--- config.mk ---
export PLATFORM = sky130hd
export DESIGN_NAME = ulsf_line_status
export DESIGN_NICKNAME = d
export VERILOG_FILES = /design/src/hw/ulsf_pkg.sv /design/src/hw/ulsf_mem.sv /design/src/hw/ulsf_line_status.sv
export SDC_FILE = /design/constraint.sdc
export NUM_CORES = 1
export LEC_CHECK = 0
export ABC_AREA = 1
export BUFFER_PORTS_ARGS = -buffer_cell sky130_fd_sc_hd__buf_2
export CAP_MARGIN = 20
export CORE_ASPECT_RATIO = 0.9
export CORE_MARGIN = 2
export CORE_UTILIZATION = 31
export CTS_CLUSTER_DIAMETER = 80
export DETAILED_ROUTE_END_ITERATION = 10
export GPL_TIMING_DRIVEN = 0
export SLEW_MARGIN = 5
export SYNTH_ARGS = -nofsm -noshare
export SYNTH_HDL_FRONTEND = slang
export SYNTH_SLANG_ARGS = --single-unit
--- constraint.sdc ---
create_clock -name pclk -period 10.5 [get_ports pclk]
set_input_delay 1.575 -clock pclk [delete_from_list [all_inputs] [get_ports pclk]]
set_output_delay 1.575 -clock pclk [all_outputs]
set_load 0.02 [all_outputs]
--- src/hw/ulsf_pkg.sv ---
// Behaviour
// - Status bit 7 is high while any held receive character carries an error tag.
// - The receive error flag clears by itself once no remaining character is tagged.
// - Non-FIFO: bit 6 high only when holding and shift registers are both empty.
// - FIFO: bit 6 high only when transmit FIFO and shift register are empty.
// - Non-FIFO: bit 5 sets when the held character moves into the shift register.
// - Bit 5 clears at the same edge the host writes a transmit character.
// - Transmit-empty interrupt request is high while bit 5 and its enable are set.
// - FIFO: bit 5 sets when the FIFO empties, clears on any byte written.
// - Bit 4 sets when receive input stays low for a whole character frame.
// - One break character is queued per break, however long the line stays low.
// - Bit 3 reports a pending framing error and is zero after reset.
// - Framing error means missing stop bit; in FIFO mode it follows the head character.
package ulsf_pkg;
    localparam int unsigned ULSF_AW = 5;
    localparam logic [4:0] ULSF_OFS_TXDATA = 5'h00;
    localparam logic [4:0] ULSF_OFS_STATUS = 5'h04;
    localparam logic [4:0] ULSF_OFS_CTRL = 5'h08;
    localparam logic [4:0] ULSF_OFS_DIV = 5'h0c;
    localparam logic [4:0] ULSF_OFS_IRQ_STAT = 5'h10;
    localparam logic [4:0] ULSF_OFS_IRQ_MASK = 5'h14;
    localparam int unsigned ULSF_DEPTH = 16;
    localparam int unsigned ULSF_PW = 4;
    localparam logic [4:0] ULSF_CNT_FULL = 5'h10;
    localparam logic [4:0] ULSF_CNT_ONE = 5'h01;
    localparam logic [4:0] ULSF_CNT_ZERO = 5'h00;
    localparam int unsigned ULSF_STB_FERR = 7;
    localparam int unsigned ULSF_STB_TEMT = 6;
    localparam int unsigned ULSF_STB_THRE = 5;
    localparam int unsigned ULSF_STB_BRK = 4;
    localparam int unsigned ULSF_STB_FE = 3;
    localparam int unsigned ULSF_CTL_FIFO = 0;
    localparam int unsigned ULSF_CTL_THRIE = 1;
    localparam int unsigned ULSF_CTL_WLEN = 2;
    localparam int unsigned ULSF_CTL_PAR = 4;
    localparam int unsigned ULSF_CTL_STOP2 = 5;
    localparam logic [5:0] ULSF_CTL_RESET = 6'h00;
    localparam logic [15:0] ULSF_DIV_RESET = 16'h0001;
    localparam int unsigned ULSF_IRQ_THRE = 0;
    localparam int unsigned ULSF_IRQ_BRK = 1;
    localparam int unsigned ULSF_IRQ_FERR = 2;
    localparam int unsigned ULSF_IRQ_FE = 3;
    localparam int unsigned ULSF_NIRQ = 4;
    localparam logic [3:0] ULSF_MIN_DATA = 4'h5;
    localparam logic [3:0] ULSF_START_STOP = 4'h2;
    localparam int unsigned ULSF_TAG_FE = 0;
    localparam int unsigned ULSF_TAG_PE = 1;
    localparam int unsigned ULSF_TAG_BRK = 2;
    localparam int unsigned ULSF_TAGW = 3;
    typedef enum logic [1:0] {
        ULSF_BRK_IDLE = 2'b01,
        ULSF_BRK_HELD = 2'b10
    } ulsf_brk_t;
endpackage : ulsf_pkg

--- src/hw/ulsf_mem.sv ---
`timescale 1ns/1ps
`default_nettype none
module ulsf_mem
    import ulsf_pkg::*;
#(
    parameter int unsigned W = 8
)
(
    input wire logic pclk,
    input wire logic we,
    input wire logic [ULSF_PW-1:0] waddr,
    input wire logic [W-1:0] wdata,
    input wire logic [ULSF_PW-1:0] raddr,
    output logic [W-1:0] rdata
);
    logic [W-1:0] mem [ULSF_DEPTH];

    always_ff @(posedge pclk)
    begin
        if (we)
        begin
            mem[waddr] <= wdata;
        end
    end

    // Write-first so a word written into an empty queue appears at once.
    always_ff @(posedge pclk)
    begin
        if (we && (waddr == raddr))
        begin
            rdata <= wdata;
        end
        else
        begin
            rdata <= mem[raddr];
        end
    end
endmodule : ulsf_mem
`default_nettype wire

--- src/hw/ulsf_line_status.sv ---
`timescale 1ns/1ps
`default_nettype none
module ulsf_line_status
    import ulsf_pkg::*;
(
    input wire logic pclk,
    input wire logic presetn,
    input wire logic psel,
    input wire logic penable,
    input wire logic pwrite,
    input wire logic [ULSF_AW-1:0] paddr,
    input wire logic [31:0] pwdata,
    output logic [31:0] prdata,
    output logic pready,
    output logic pslverr,
    output logic [7:0] tx_data,
    output logic tx_valid,
    input wire logic tx_taken,
    input wire logic shift_busy,
    input wire logic rx_in,
    input wire logic rx_push,
    input wire logic rx_tag_fe,
    input wire logic rx_tag_pe,
    input wire logic rx_pop,
    output logic brk_char_push,
    output logic hold_empty_irq,
    output logic irq
);
    logic acc;
    logic wr;
    logic rd;
    logic [5:0] ctrl_r;
    logic [15:0] div_r;
    logic [ULSF_NIRQ-1:0] istat_r;
    logic [ULSF_NIRQ-1:0] imask_r;
    logic [ULSF_NIRQ-1:0] iev;
    logic fifo_en;
    logic [4:0] tx_cnt_r;
    logic [4:0] tx_cnt_nxt;
    logic [4:0] tx_lim;
    logic [ULSF_PW-1:0] tx_wp_r;
    logic [ULSF_PW-1:0] tx_rp_r;
    logic [ULSF_PW-1:0] tx_rp_nxt;
    logic tx_push;
    logic tx_pop;
    logic thre_r;
    logic temt_r;
    logic [15:0] div_cnt_r;
    logic bit_tick;
    logic [3:0] frame_bits;
    logic [3:0] low_bits_r;
    ulsf_brk_t brk_st_r;
    logic brk_flag_r;
    logic brk_ev;
    logic [4:0] rx_cnt_r;
    logic [ULSF_PW-1:0] rx_wp_r;
    logic [ULSF_PW-1:0] rx_rp_r;
    logic [ULSF_PW-1:0] rx_rp_nxt;
    logic rq_push;
    logic rq_pop;
    logic [ULSF_TAGW-1:0] rq_tag;
    logic [ULSF_TAGW-1:0] head_tag;
    logic [4:0] err_cnt_r;
    logic ferr;
    logic ferr_d_r;
    logic fe_now;
    logic fe_d_r;
    logic [7:0] status_byte;

    assign acc = psel && penable;
    assign wr = acc && pwrite;
    assign rd = acc && !pwrite;
    assign pready = 1'b1;
    assign fifo_en = ctrl_r[ULSF_CTL_FIFO];

    always_comb
    begin
        pslverr = 1'b0;
        if (paddr == ULSF_OFS_TXDATA)
        begin
            pslverr = 1'b0;
        end
        else if (paddr == ULSF_OFS_STATUS)
        begin
            pslverr = 1'b0;
        end
        else if (paddr == ULSF_OFS_CTRL)
        begin
            pslverr = 1'b0;
        end
        else if (paddr == ULSF_OFS_DIV)
        begin
            pslverr = 1'b0;
        end
        else if (paddr == ULSF_OFS_IRQ_STAT)
        begin
            pslverr = 1'b0;
        end
        else if (paddr == ULSF_OFS_IRQ_MASK)
        begin
            pslverr = 1'b0;
        end
        else
        begin
            pslverr = psel && penable;
        end
    end

    // Writes to the status offset fall through and change nothing.
    always_ff @(posedge pclk or negedge presetn)
    begin
        if (!presetn)
        begin
            ctrl_r <= ULSF_CTL_RESET;
            div_r <= ULSF_DIV_RESET;
            imask_r <= '0;
        end
        else if (wr && (paddr == ULSF_OFS_CTRL))
        begin
            ctrl_r <= pwdata[5:0];
        end
        else if (wr && (paddr == ULSF_OFS_DIV))
        begin
            div_r <= pwdata[15:0];
        end
        else if (wr && (paddr == ULSF_OFS_IRQ_MASK))
        begin
            imask_r <= pwdata[ULSF_NIRQ-1:0];
        end
    end

    assign status_byte = {ferr, temt_r, thre_r, brk_flag_r, fe_now, 3'h0};

    always_ff @(posedge pclk or negedge presetn)
    begin
        if (!presetn)
        begin
            prdata <= '0;
        end
        else if (psel && !penable && !pwrite)
        begin
            if (paddr == ULSF_OFS_STATUS)
            begin
                prdata <= {24'h000000, status_byte};
            end
            else if (paddr == ULSF_OFS_CTRL)
            begin
                prdata <= {26'h0, ctrl_r};
            end
            else if (paddr == ULSF_OFS_DIV)
            begin
                prdata <= {16'h0000, div_r};
            end
            else if (paddr == ULSF_OFS_IRQ_STAT)
            begin
                prdata <= {28'h0000000, istat_r};
            end
            else if (paddr == ULSF_OFS_IRQ_MASK)
            begin
                prdata <= {28'h0000000, imask_r};
            end
            else
            begin
                prdata <= '0;
            end
        end
    end

    // Transmit queue; without FIFO mode it is a single holding register.
    assign tx_lim = fifo_en ? ULSF_CNT_FULL : ULSF_CNT_ONE;
    assign tx_push = wr && (paddr == ULSF_OFS_TXDATA) && (tx_cnt_r < tx_lim);
    assign tx_pop = tx_taken && (tx_cnt_r != ULSF_CNT_ZERO);
    assign tx_valid = (tx_cnt_r != ULSF_CNT_ZERO);
    assign tx_rp_nxt = tx_pop ? tx_rp_r + 1'b1 : tx_rp_r;

    always_comb
    begin
        tx_cnt_nxt = tx_cnt_r;
        if (tx_push && !tx_pop)
        begin
            tx_cnt_nxt = tx_cnt_r + 1'b1;
        end
        else if (tx_pop && !tx_push)
        begin
            tx_cnt_nxt = tx_cnt_r - 1'b1;
        end
    end

    always_ff @(posedge pclk or negedge presetn)
    begin
        if (!presetn)
        begin
            tx_cnt_r <= ULSF_CNT_ZERO;
            tx_wp_r <= '0;
            tx_rp_r <= '0;
        end
        else
        begin
            tx_cnt_r <= tx_cnt_nxt;
            tx_rp_r <= tx_rp_nxt;
            if (tx_push)
            begin
                tx_wp_r <= tx_wp_r + 1'b1;
            end
        end
    end

    ulsf_mem #(.W(8)) u_tx_mem (
        .pclk(pclk),
        .we(tx_push),
        .waddr(tx_wp_r),
        .wdata(pwdata[7:0]),
        .raddr(tx_rp_nxt),
        .rdata(tx_data)
    );

    // Holding-empty follows the queue: set as it empties, cleared by a write.
    always_ff @(posedge pclk or negedge presetn)
    begin
        if (!presetn)
        begin
            thre_r <= 1'b1;
            temt_r <= 1'b1;
        end
        else
        begin
            thre_r <= (tx_cnt_nxt == ULSF_CNT_ZERO);
            temt_r <= (tx_cnt_nxt == ULSF_CNT_ZERO) && !shift_busy && !tx_pop;
        end
    end

    assign hold_empty_irq = thre_r && ctrl_r[ULSF_CTL_THRIE];

    // Bit-time enable from the divisor.
    always_ff @(posedge pclk or negedge presetn)
    begin
        if (!presetn)
        begin
            div_cnt_r <= '0;
        end
        else if (bit_tick)
        begin
            div_cnt_r <= '0;
        end
        else
        begin
            div_cnt_r <= div_cnt_r + 1'b1;
        end
    end

    assign bit_tick = (div_cnt_r + 1'b1 >= div_r);
    assign frame_bits = ULSF_START_STOP + ULSF_MIN_DATA + {2'b00, ctrl_r[ULSF_CTL_WLEN +: 2]}
        + {3'b000, ctrl_r[ULSF_CTL_PAR]} + {3'b000, ctrl_r[ULSF_CTL_STOP2]};

    // Break: a whole frame of low bits queues one break character per low spell.
    always_ff @(posedge pclk or negedge presetn)
    begin
        if (!presetn)
        begin
            low_bits_r <= '0;
            brk_st_r <= ULSF_BRK_IDLE;
        end
        else
        begin
            case (brk_st_r)
                ULSF_BRK_IDLE:
                begin
                    if (rx_in)
                    begin
                        low_bits_r <= '0;
                    end
                    else if (bit_tick)
                    begin
                        low_bits_r <= low_bits_r + 1'b1;
                        if (low_bits_r + 1'b1 == frame_bits)
                        begin
                            brk_st_r <= ULSF_BRK_HELD;
                        end
                    end
                end
                ULSF_BRK_HELD:
                begin
                    low_bits_r <= '0;
                    if (rx_in)
                    begin
                        brk_st_r <= ULSF_BRK_IDLE;
                    end
                end
                default:
                begin
                    brk_st_r <= ULSF_BRK_IDLE;
                end
            endcase
        end
    end

    assign brk_ev = (brk_st_r == ULSF_BRK_IDLE) && !rx_in && bit_tick
        && (low_bits_r + 1'b1 == frame_bits);
    assign brk_char_push = brk_ev;

    // Break flag holds until the status byte is read; a new break wins.
    always_ff @(posedge pclk or negedge presetn)
    begin
        if (!presetn)
        begin
            brk_flag_r <= 1'b0;
        end
        else if (brk_ev)
        begin
            brk_flag_r <= 1'b1;
        end
        else if (rd && (paddr == ULSF_OFS_STATUS))
        begin
            brk_flag_r <= 1'b0;
        end
    end

    // Receive error tags travel with the characters in the receive queue.
    assign rq_push = (rx_push || brk_ev) && (rx_cnt_r != ULSF_CNT_FULL);
    assign rq_pop = rx_pop && (rx_cnt_r != ULSF_CNT_ZERO);
    assign rq_tag = {brk_ev, rx_push && rx_tag_pe, rx_push && rx_tag_fe};
    assign rx_rp_nxt = rq_pop ? rx_rp_r + 1'b1 : rx_rp_r;

    always_ff @(posedge pclk or negedge presetn)
    begin
        if (!presetn)
        begin
            rx_cnt_r <= ULSF_CNT_ZERO;
            rx_wp_r <= '0;
            rx_rp_r <= '0;
            err_cnt_r <= ULSF_CNT_ZERO;
        end
        else
        begin
            rx_rp_r <= rx_rp_nxt;
            if (rq_push)
            begin
                rx_wp_r <= rx_wp_r + 1'b1;
            end
            if (rq_push && !rq_pop)
            begin
                rx_cnt_r <= rx_cnt_r + 1'b1;
            end
            else if (rq_pop && !rq_push)
            begin
                rx_cnt_r <= rx_cnt_r - 1'b1;
            end
            if ((rq_push && (rq_tag != '0)) && !(rq_pop && (head_tag != '0)))
            begin
                err_cnt_r <= err_cnt_r + 1'b1;
            end
            else if (!(rq_push && (rq_tag != '0)) && (rq_pop && (head_tag != '0)))
            begin
                err_cnt_r <= err_cnt_r - 1'b1;
            end
        end
    end

    ulsf_mem #(.W(ULSF_TAGW)) u_rx_tags (
        .pclk(pclk),
        .we(rq_push),
        .waddr(rx_wp_r),
        .wdata(rq_tag),
        .raddr(rx_rp_nxt),
        .rdata(head_tag)
    );

    assign ferr = (err_cnt_r != ULSF_CNT_ZERO);
    assign fe_now = (rx_cnt_r != ULSF_CNT_ZERO) && head_tag[ULSF_TAG_FE];

    always_ff @(posedge pclk or negedge presetn)
    begin
        if (!presetn)
        begin
            ferr_d_r <= 1'b0;
            fe_d_r <= 1'b0;
        end
        else
        begin
            ferr_d_r <= ferr;
            fe_d_r <= fe_now;
        end
    end

    assign iev = {fe_now && !fe_d_r, ferr && !ferr_d_r, brk_ev, tx_pop && (tx_cnt_r == ULSF_CNT_ONE)
        && !tx_push};

    // Sticky event bits, cleared by writing one; a new event wins over the clear.
    always_ff @(posedge pclk or negedge presetn)
    begin
        if (!presetn)
        begin
            istat_r <= '0;
        end
        else if (wr && (paddr == ULSF_OFS_IRQ_STAT))
        begin
            istat_r <= (istat_r & ~pwdata[ULSF_NIRQ-1:0]) | iev;
        end
        else
        begin
            istat_r <= istat_r | iev;
        end
    end

    assign irq = |(istat_r & imask_r);
endmodule : ulsf_line_status
`default_nettype wire

# Word-level counts from Yosys, hierarchy flattened
# Memories as Yosys holds them, arrays and structs flattened. A register that Yosys moved wholly into a read port is not among the register bits.
# Index checks and enable logic that the tools add are counted.
# W data, S select, Z words.
# totals
mem_bits_rw	176
register_bits	120
out_inout_bits	46
elab_cells	162
input_bits	49
n_memories	2
# memory_table
memory	depth	word_bits	read_ports	rd_clocked_by_memory_dff	wr	line_no	text
u_tx_mem.mem	16	8	1	1	1	ulsf_mem.sv:16	logic [W-1:0] mem [ULSF_DEPTH];
u_rx_tags.mem	16	3	1	1	1	ulsf_mem.sv:16	
# op_classes
reduce_logical	65
bitwise	7
eq_ne	15
order_cmp	2
mux	36
n_addsub	15
# op_table
op	count
$mux W16	4
$logic_and A1 B1 Y1	36
$mux W5	7
$mux W4	7
$add A4 B1 Y4 const B	5
$add A16 B1 Y16 const B	1
$ge A16 B16 Y1	1
$add A5 B1 Y5 const B	3
$reduce_bool A5 Y1	3
$sub A5 B1 Y5 const B	3
$logic_not A1 Y1	12
$mux W1	12
$eq A5 B4 Y1 const B	2
$eq A5 B5 Y1 const B	2
$logic_not A5 Y1	2
$add A4 B1 Y4	2
$and A4 B4 Y4	2
$mux W2	4
$ne A2 B2 Y1 const B	4
$or A4 B4 Y4	2
$pmux W4 S2	1
$reduce_bool A2 Y1	4
$reduce_bool A3 Y1	2
$eq A5 B1 Y1 const B	1
other kinds (16)	18

# Longest topological paths before layout
# logic_depth
ltp_word	12
depth_mapped	30
ltp_nobuf	30

# Cells and area by module
# From an unflattened synthesis, not the netlist that was laid out.
# unflattened
hier_cells	1480
hier_area_um2	13848.3
# modules_own_cells
module	seq_area_each_um2	area_per_inst_um2	instances	cells_each
ulsf_line_status	2607.5	5901.9	1	708
ulsf_mem (u_tx_mem)	3923.8	5686.7	1	547
ulsf_mem (u_rx_tags)	1521.5	2259.7	1	225

# Worst setup path after synthesis
# No wires, ideal clock.
# synth_path
path_type	register -> output
startpoint	reg div_cnt_r[0]
endpoint	out brk_char_push
path_stages_with_launch	17
n_path_buf	0
slack_ps	6413
required_time_ps	8925
arrival_time_ps	2512
path_cell_list	dfrtp_1 ha_1 nand2_1 nor2_2 nand4_1 or2_4 nor2_4 nand3_1 xor2_1 inv_1 ha_1 nand3_1 nor3_1 nand2_1 nand2_1 nand2_2 inv_1
# synth_between
elab_chain_cells	4
# synth_rtl
item	line_no	text
from (decl)	ulsf_line_status.sv:48	logic [15:0] div_cnt_r;
from (signal assigned)	ulsf_line_status.sv:247	div_cnt_r <= div_cnt_r + 1'b1;
$add A16 B1 Y16	ulsf_line_status.sv:251	assign bit_tick = (div_cnt_r + 1'b1 >= div_r);
$ge A16 B16 Y1	ulsf_line_status.sv:251	
$logic_and A1 B1 Y1	ulsf_line_status.sv:297	assign brk_ev = (brk_st_r == ULSF_BRK_IDLE) && !rx_in && bit_tick
$logic_and A1 B1 Y1	ulsf_line_status.sv:298	&& (low_bits_r + 1'b1 == frame_bits);
to (decl)	ulsf_line_status.sv:25	output logic brk_char_push,
# No other way between the ends.

# Final worst setup path
# Same ends and word-level chain as after synthesis.

==> metrics.csv <==
metric,value,unit
status,"finished, final reports clean",
"Cell Count, Final, Fillers Out",1900,
Hold Crit Depth,1,
synth warn,0,
Final period util,0.526,
"EDFF count, synth",176,
clock buffer depth,3,
"top cells by area, synth","edfxtp_1 40%, dfrtp_1 19%, nand2_1 5.2%, inv_1 4.3%, ha_1 4.2%",
vias in the first global route,8841,
worst vdd rail ir drop,0.160,mV
CTS root buf,clkbuf_16,
GP Congestion,0.999,
Leak,6.59,nW
Die Span Y,200,um
GRT Total Usage,0.138,
Synth area leader,edfxtp_1,
die span in x,221,um
register area share after synthesis,0.611,
Placed Cells,1845,
WP data required,8930,ps
PD cells,226,mW/mm^2
ys flop type,edfxtp_1,
die footprint,0.0442,mm^2
final hold violation count,0,
via count,8930,
first-pass GRT wire length,48400,um
Crit Path Category,register to output port,
worst hold slack,435,ps
share of the synthesized area in the top cell type,0.401,
Initial Util,0.315,
Hold Path Class,register to register,
Post-synth top cells,"184 x nand2_1, 176 x edfxtp_1, 151 x inv_1, 100 x dfrtp_1, 96 x o21ai_0",
Pins Over Slew Limit,0,
final setup fails,0,
nets@finish,1425,
Worst Reg2Reg Path Length in Cells,28,
largest family of logic cells by synthesized area,simple AND/OR/NAND/NOR gates,
"count leader, synth",nand2_1,
clk sinks,288,
Rows,71,
fraction of layout cells with a size suffix above 1,0.141,
H-tree levels,1,
WHS Endpoint,istat_r[2],
post-DR wirelength/cell,16.1,um
largest net degree at the start of global routing,91,
total CTS buffers,29,
ANT nets after route,0,
Synth Area in Simple Gates,0.137,
worst clock skew,31.2,ps
post-CTS resize count,0,
port bufs,61,
dpl cell area,0.0143,mm^2
Synth Area in Compound Gates,0.0936,
crit start category,register,
crit-path max FO,17,
Synth Instances,1221,
Setup crit end kind,output port,
core box area,0.0418,mm^2
post-route minimum period,5520,ps
Worst-Margin Slew,849,ps
adder-cell area share of the yosys netlist,0.0463,
Worst R2R Start,div_cnt_r[0],
max_cap viols,0,
Setup Buffers After CTS,0,
remaining global-route overflow,0,
worst reg2reg path endpoint,err_cnt_r[4],
CTS tree,yes,
Netlist cell types,52,
mux contribution to synthesized area,0.0243,
syn_area_per_cell,10.8,um^2
initial antenna violation count,2,
XOR/XNOR share of the synthesized area,0.0205,
register bit total from synthesis,288,
hold_buf cts,0,
total negative slack,0,ps
I/O Pins,95,
unrepaired setup endpoints after global routing,false,
"Design Area, Final",0.0152,mm^2
vias per cell,4.70,
cell area after synthesis,0.0132,mm^2
drt first pass iters,5,
Worst Min Path Start,ferr_d_r,
ys async rst share,0.361,
Fmax,181,MHz
Total Wirelength,30600,um
worst-skew pair later-pin latency,580,ps
clk slew on worst S/H paths,60,ps
worst path arrival time,3950,ps
Residual DRC,0,
"Area growth, synth to finish",15.5,%
"reg-to-reg slack, setup",5900,ps
relative slew slack,0.432,
post-layout util,0.364,
DP HPWL,21900,um
Detailed Route Iter0 Violations,723,
-- registers in the layout (all words and copies together) (netlist names), 5 cells and up, named ones only --
register       count
ctrl_r             6
div_cnt_r         16
div_r             16
err_cnt_r          5
prdata            16
rx_cnt_r           5
tx_cnt_r           5
u_rx_tags.mem     48
u_tx_mem.mem     128
-- worst max-delay path by stage --
stage | start | to | slack [ps] | depth (start not counted)
floorplan | div_cnt_r[0] | brk_char_push | 6410 | 16
global route | div_cnt_r[0] | brk_char_push | 4540 | 17
detailed placement | div_cnt_r[0] | brk_char_push | 5520 | 17
finish | div_cnt_r[0] | brk_char_push | 4980 | 17
global placement | div_cnt_r[0] | brk_char_push | 5560 | 17
CTS | div_cnt_r[0] | brk_char_push | 4930 | 17
-- stage by stage --
stage               total power [mW]  setup slack [ps]
floorplan                       2.11              6410
global placement                2.39              5560
detailed placement              2.42              5520
CTS                             3.46              4930
global route                    3.64              4540
finish                          3.44              4980
-- layout make-up --
type | count | area, um^2
antenna | 1 | 2.50
buffer | 52 | 302
clock buffer | 36 | 803
clock inverter | 18 | 158
fill | 4104 | 26600
inverter | 155 | 583
multi-input combinational | 741 | 4300
sequential | 288 | 8050
tap | 547 | 684
timing repair buffer | 62 | 339
-- critical path, stage by stage, from the launching register on --
cell and delay [ps]:
dfrtp_1 410, ha_1 190, nand2_1 90, nor2_2 140, nand4_1 120, or2_4 270
inv_1 60, nand2_1 60, o21ai_0 230, inv_1 80, ha_1 270, nand2_1 60
o21ai_0 180, a21oi_1 100, nand2_1 190, nand2_2 190, inv_1 470, buf_2 270
-- cells by family after synthesis --
kind of cell	after synthesis
fa+ha+maj	47
buf+inv	207
flops	288
other cells	2
xor+xnor	30
compound gates	217
simple gates	398
mux	32
-- routing by layer --
metal	vias up	wire length [um]	GRT usage
met4	2	722	0.0323
li1	4361	-	-
met3	50	1930	0.0340
met2	206	14200	0.232
met5	-	15	0
met1	4311	13700	0.180
-- power breakdown --
group	internal (mW)	switching, mW
Sequential	1.31	0.0804
Clock	0.594	0.452
Combinational	0.351	0.656
Total	2.26	1.19
-- layout by cell type (no fill, tap or decap), types with 7 or more instances in the layout --
cell       instances
o31ai_1            7
edfxtp_1         176
o21ai_0           96
xor2_1            15
conb_1            17
buf_2             73
dfxtp_1            8
inv_1            151
clkbuf_16         30
ha_1              44
clkinv_2          10
mux2i_1           32
dfrtp_1          100
nand2_1          184
nand2_2            7
o211ai_1          32
a21oi_1           64
nor2_1            86
xnor2_1           14
nand4_1           13
nor2_2            14
nor3_1            21
buf_4             19
nand3_1           49
clkbuf_1          20
No activity file was read; power rests on OpenSTA's default activity.
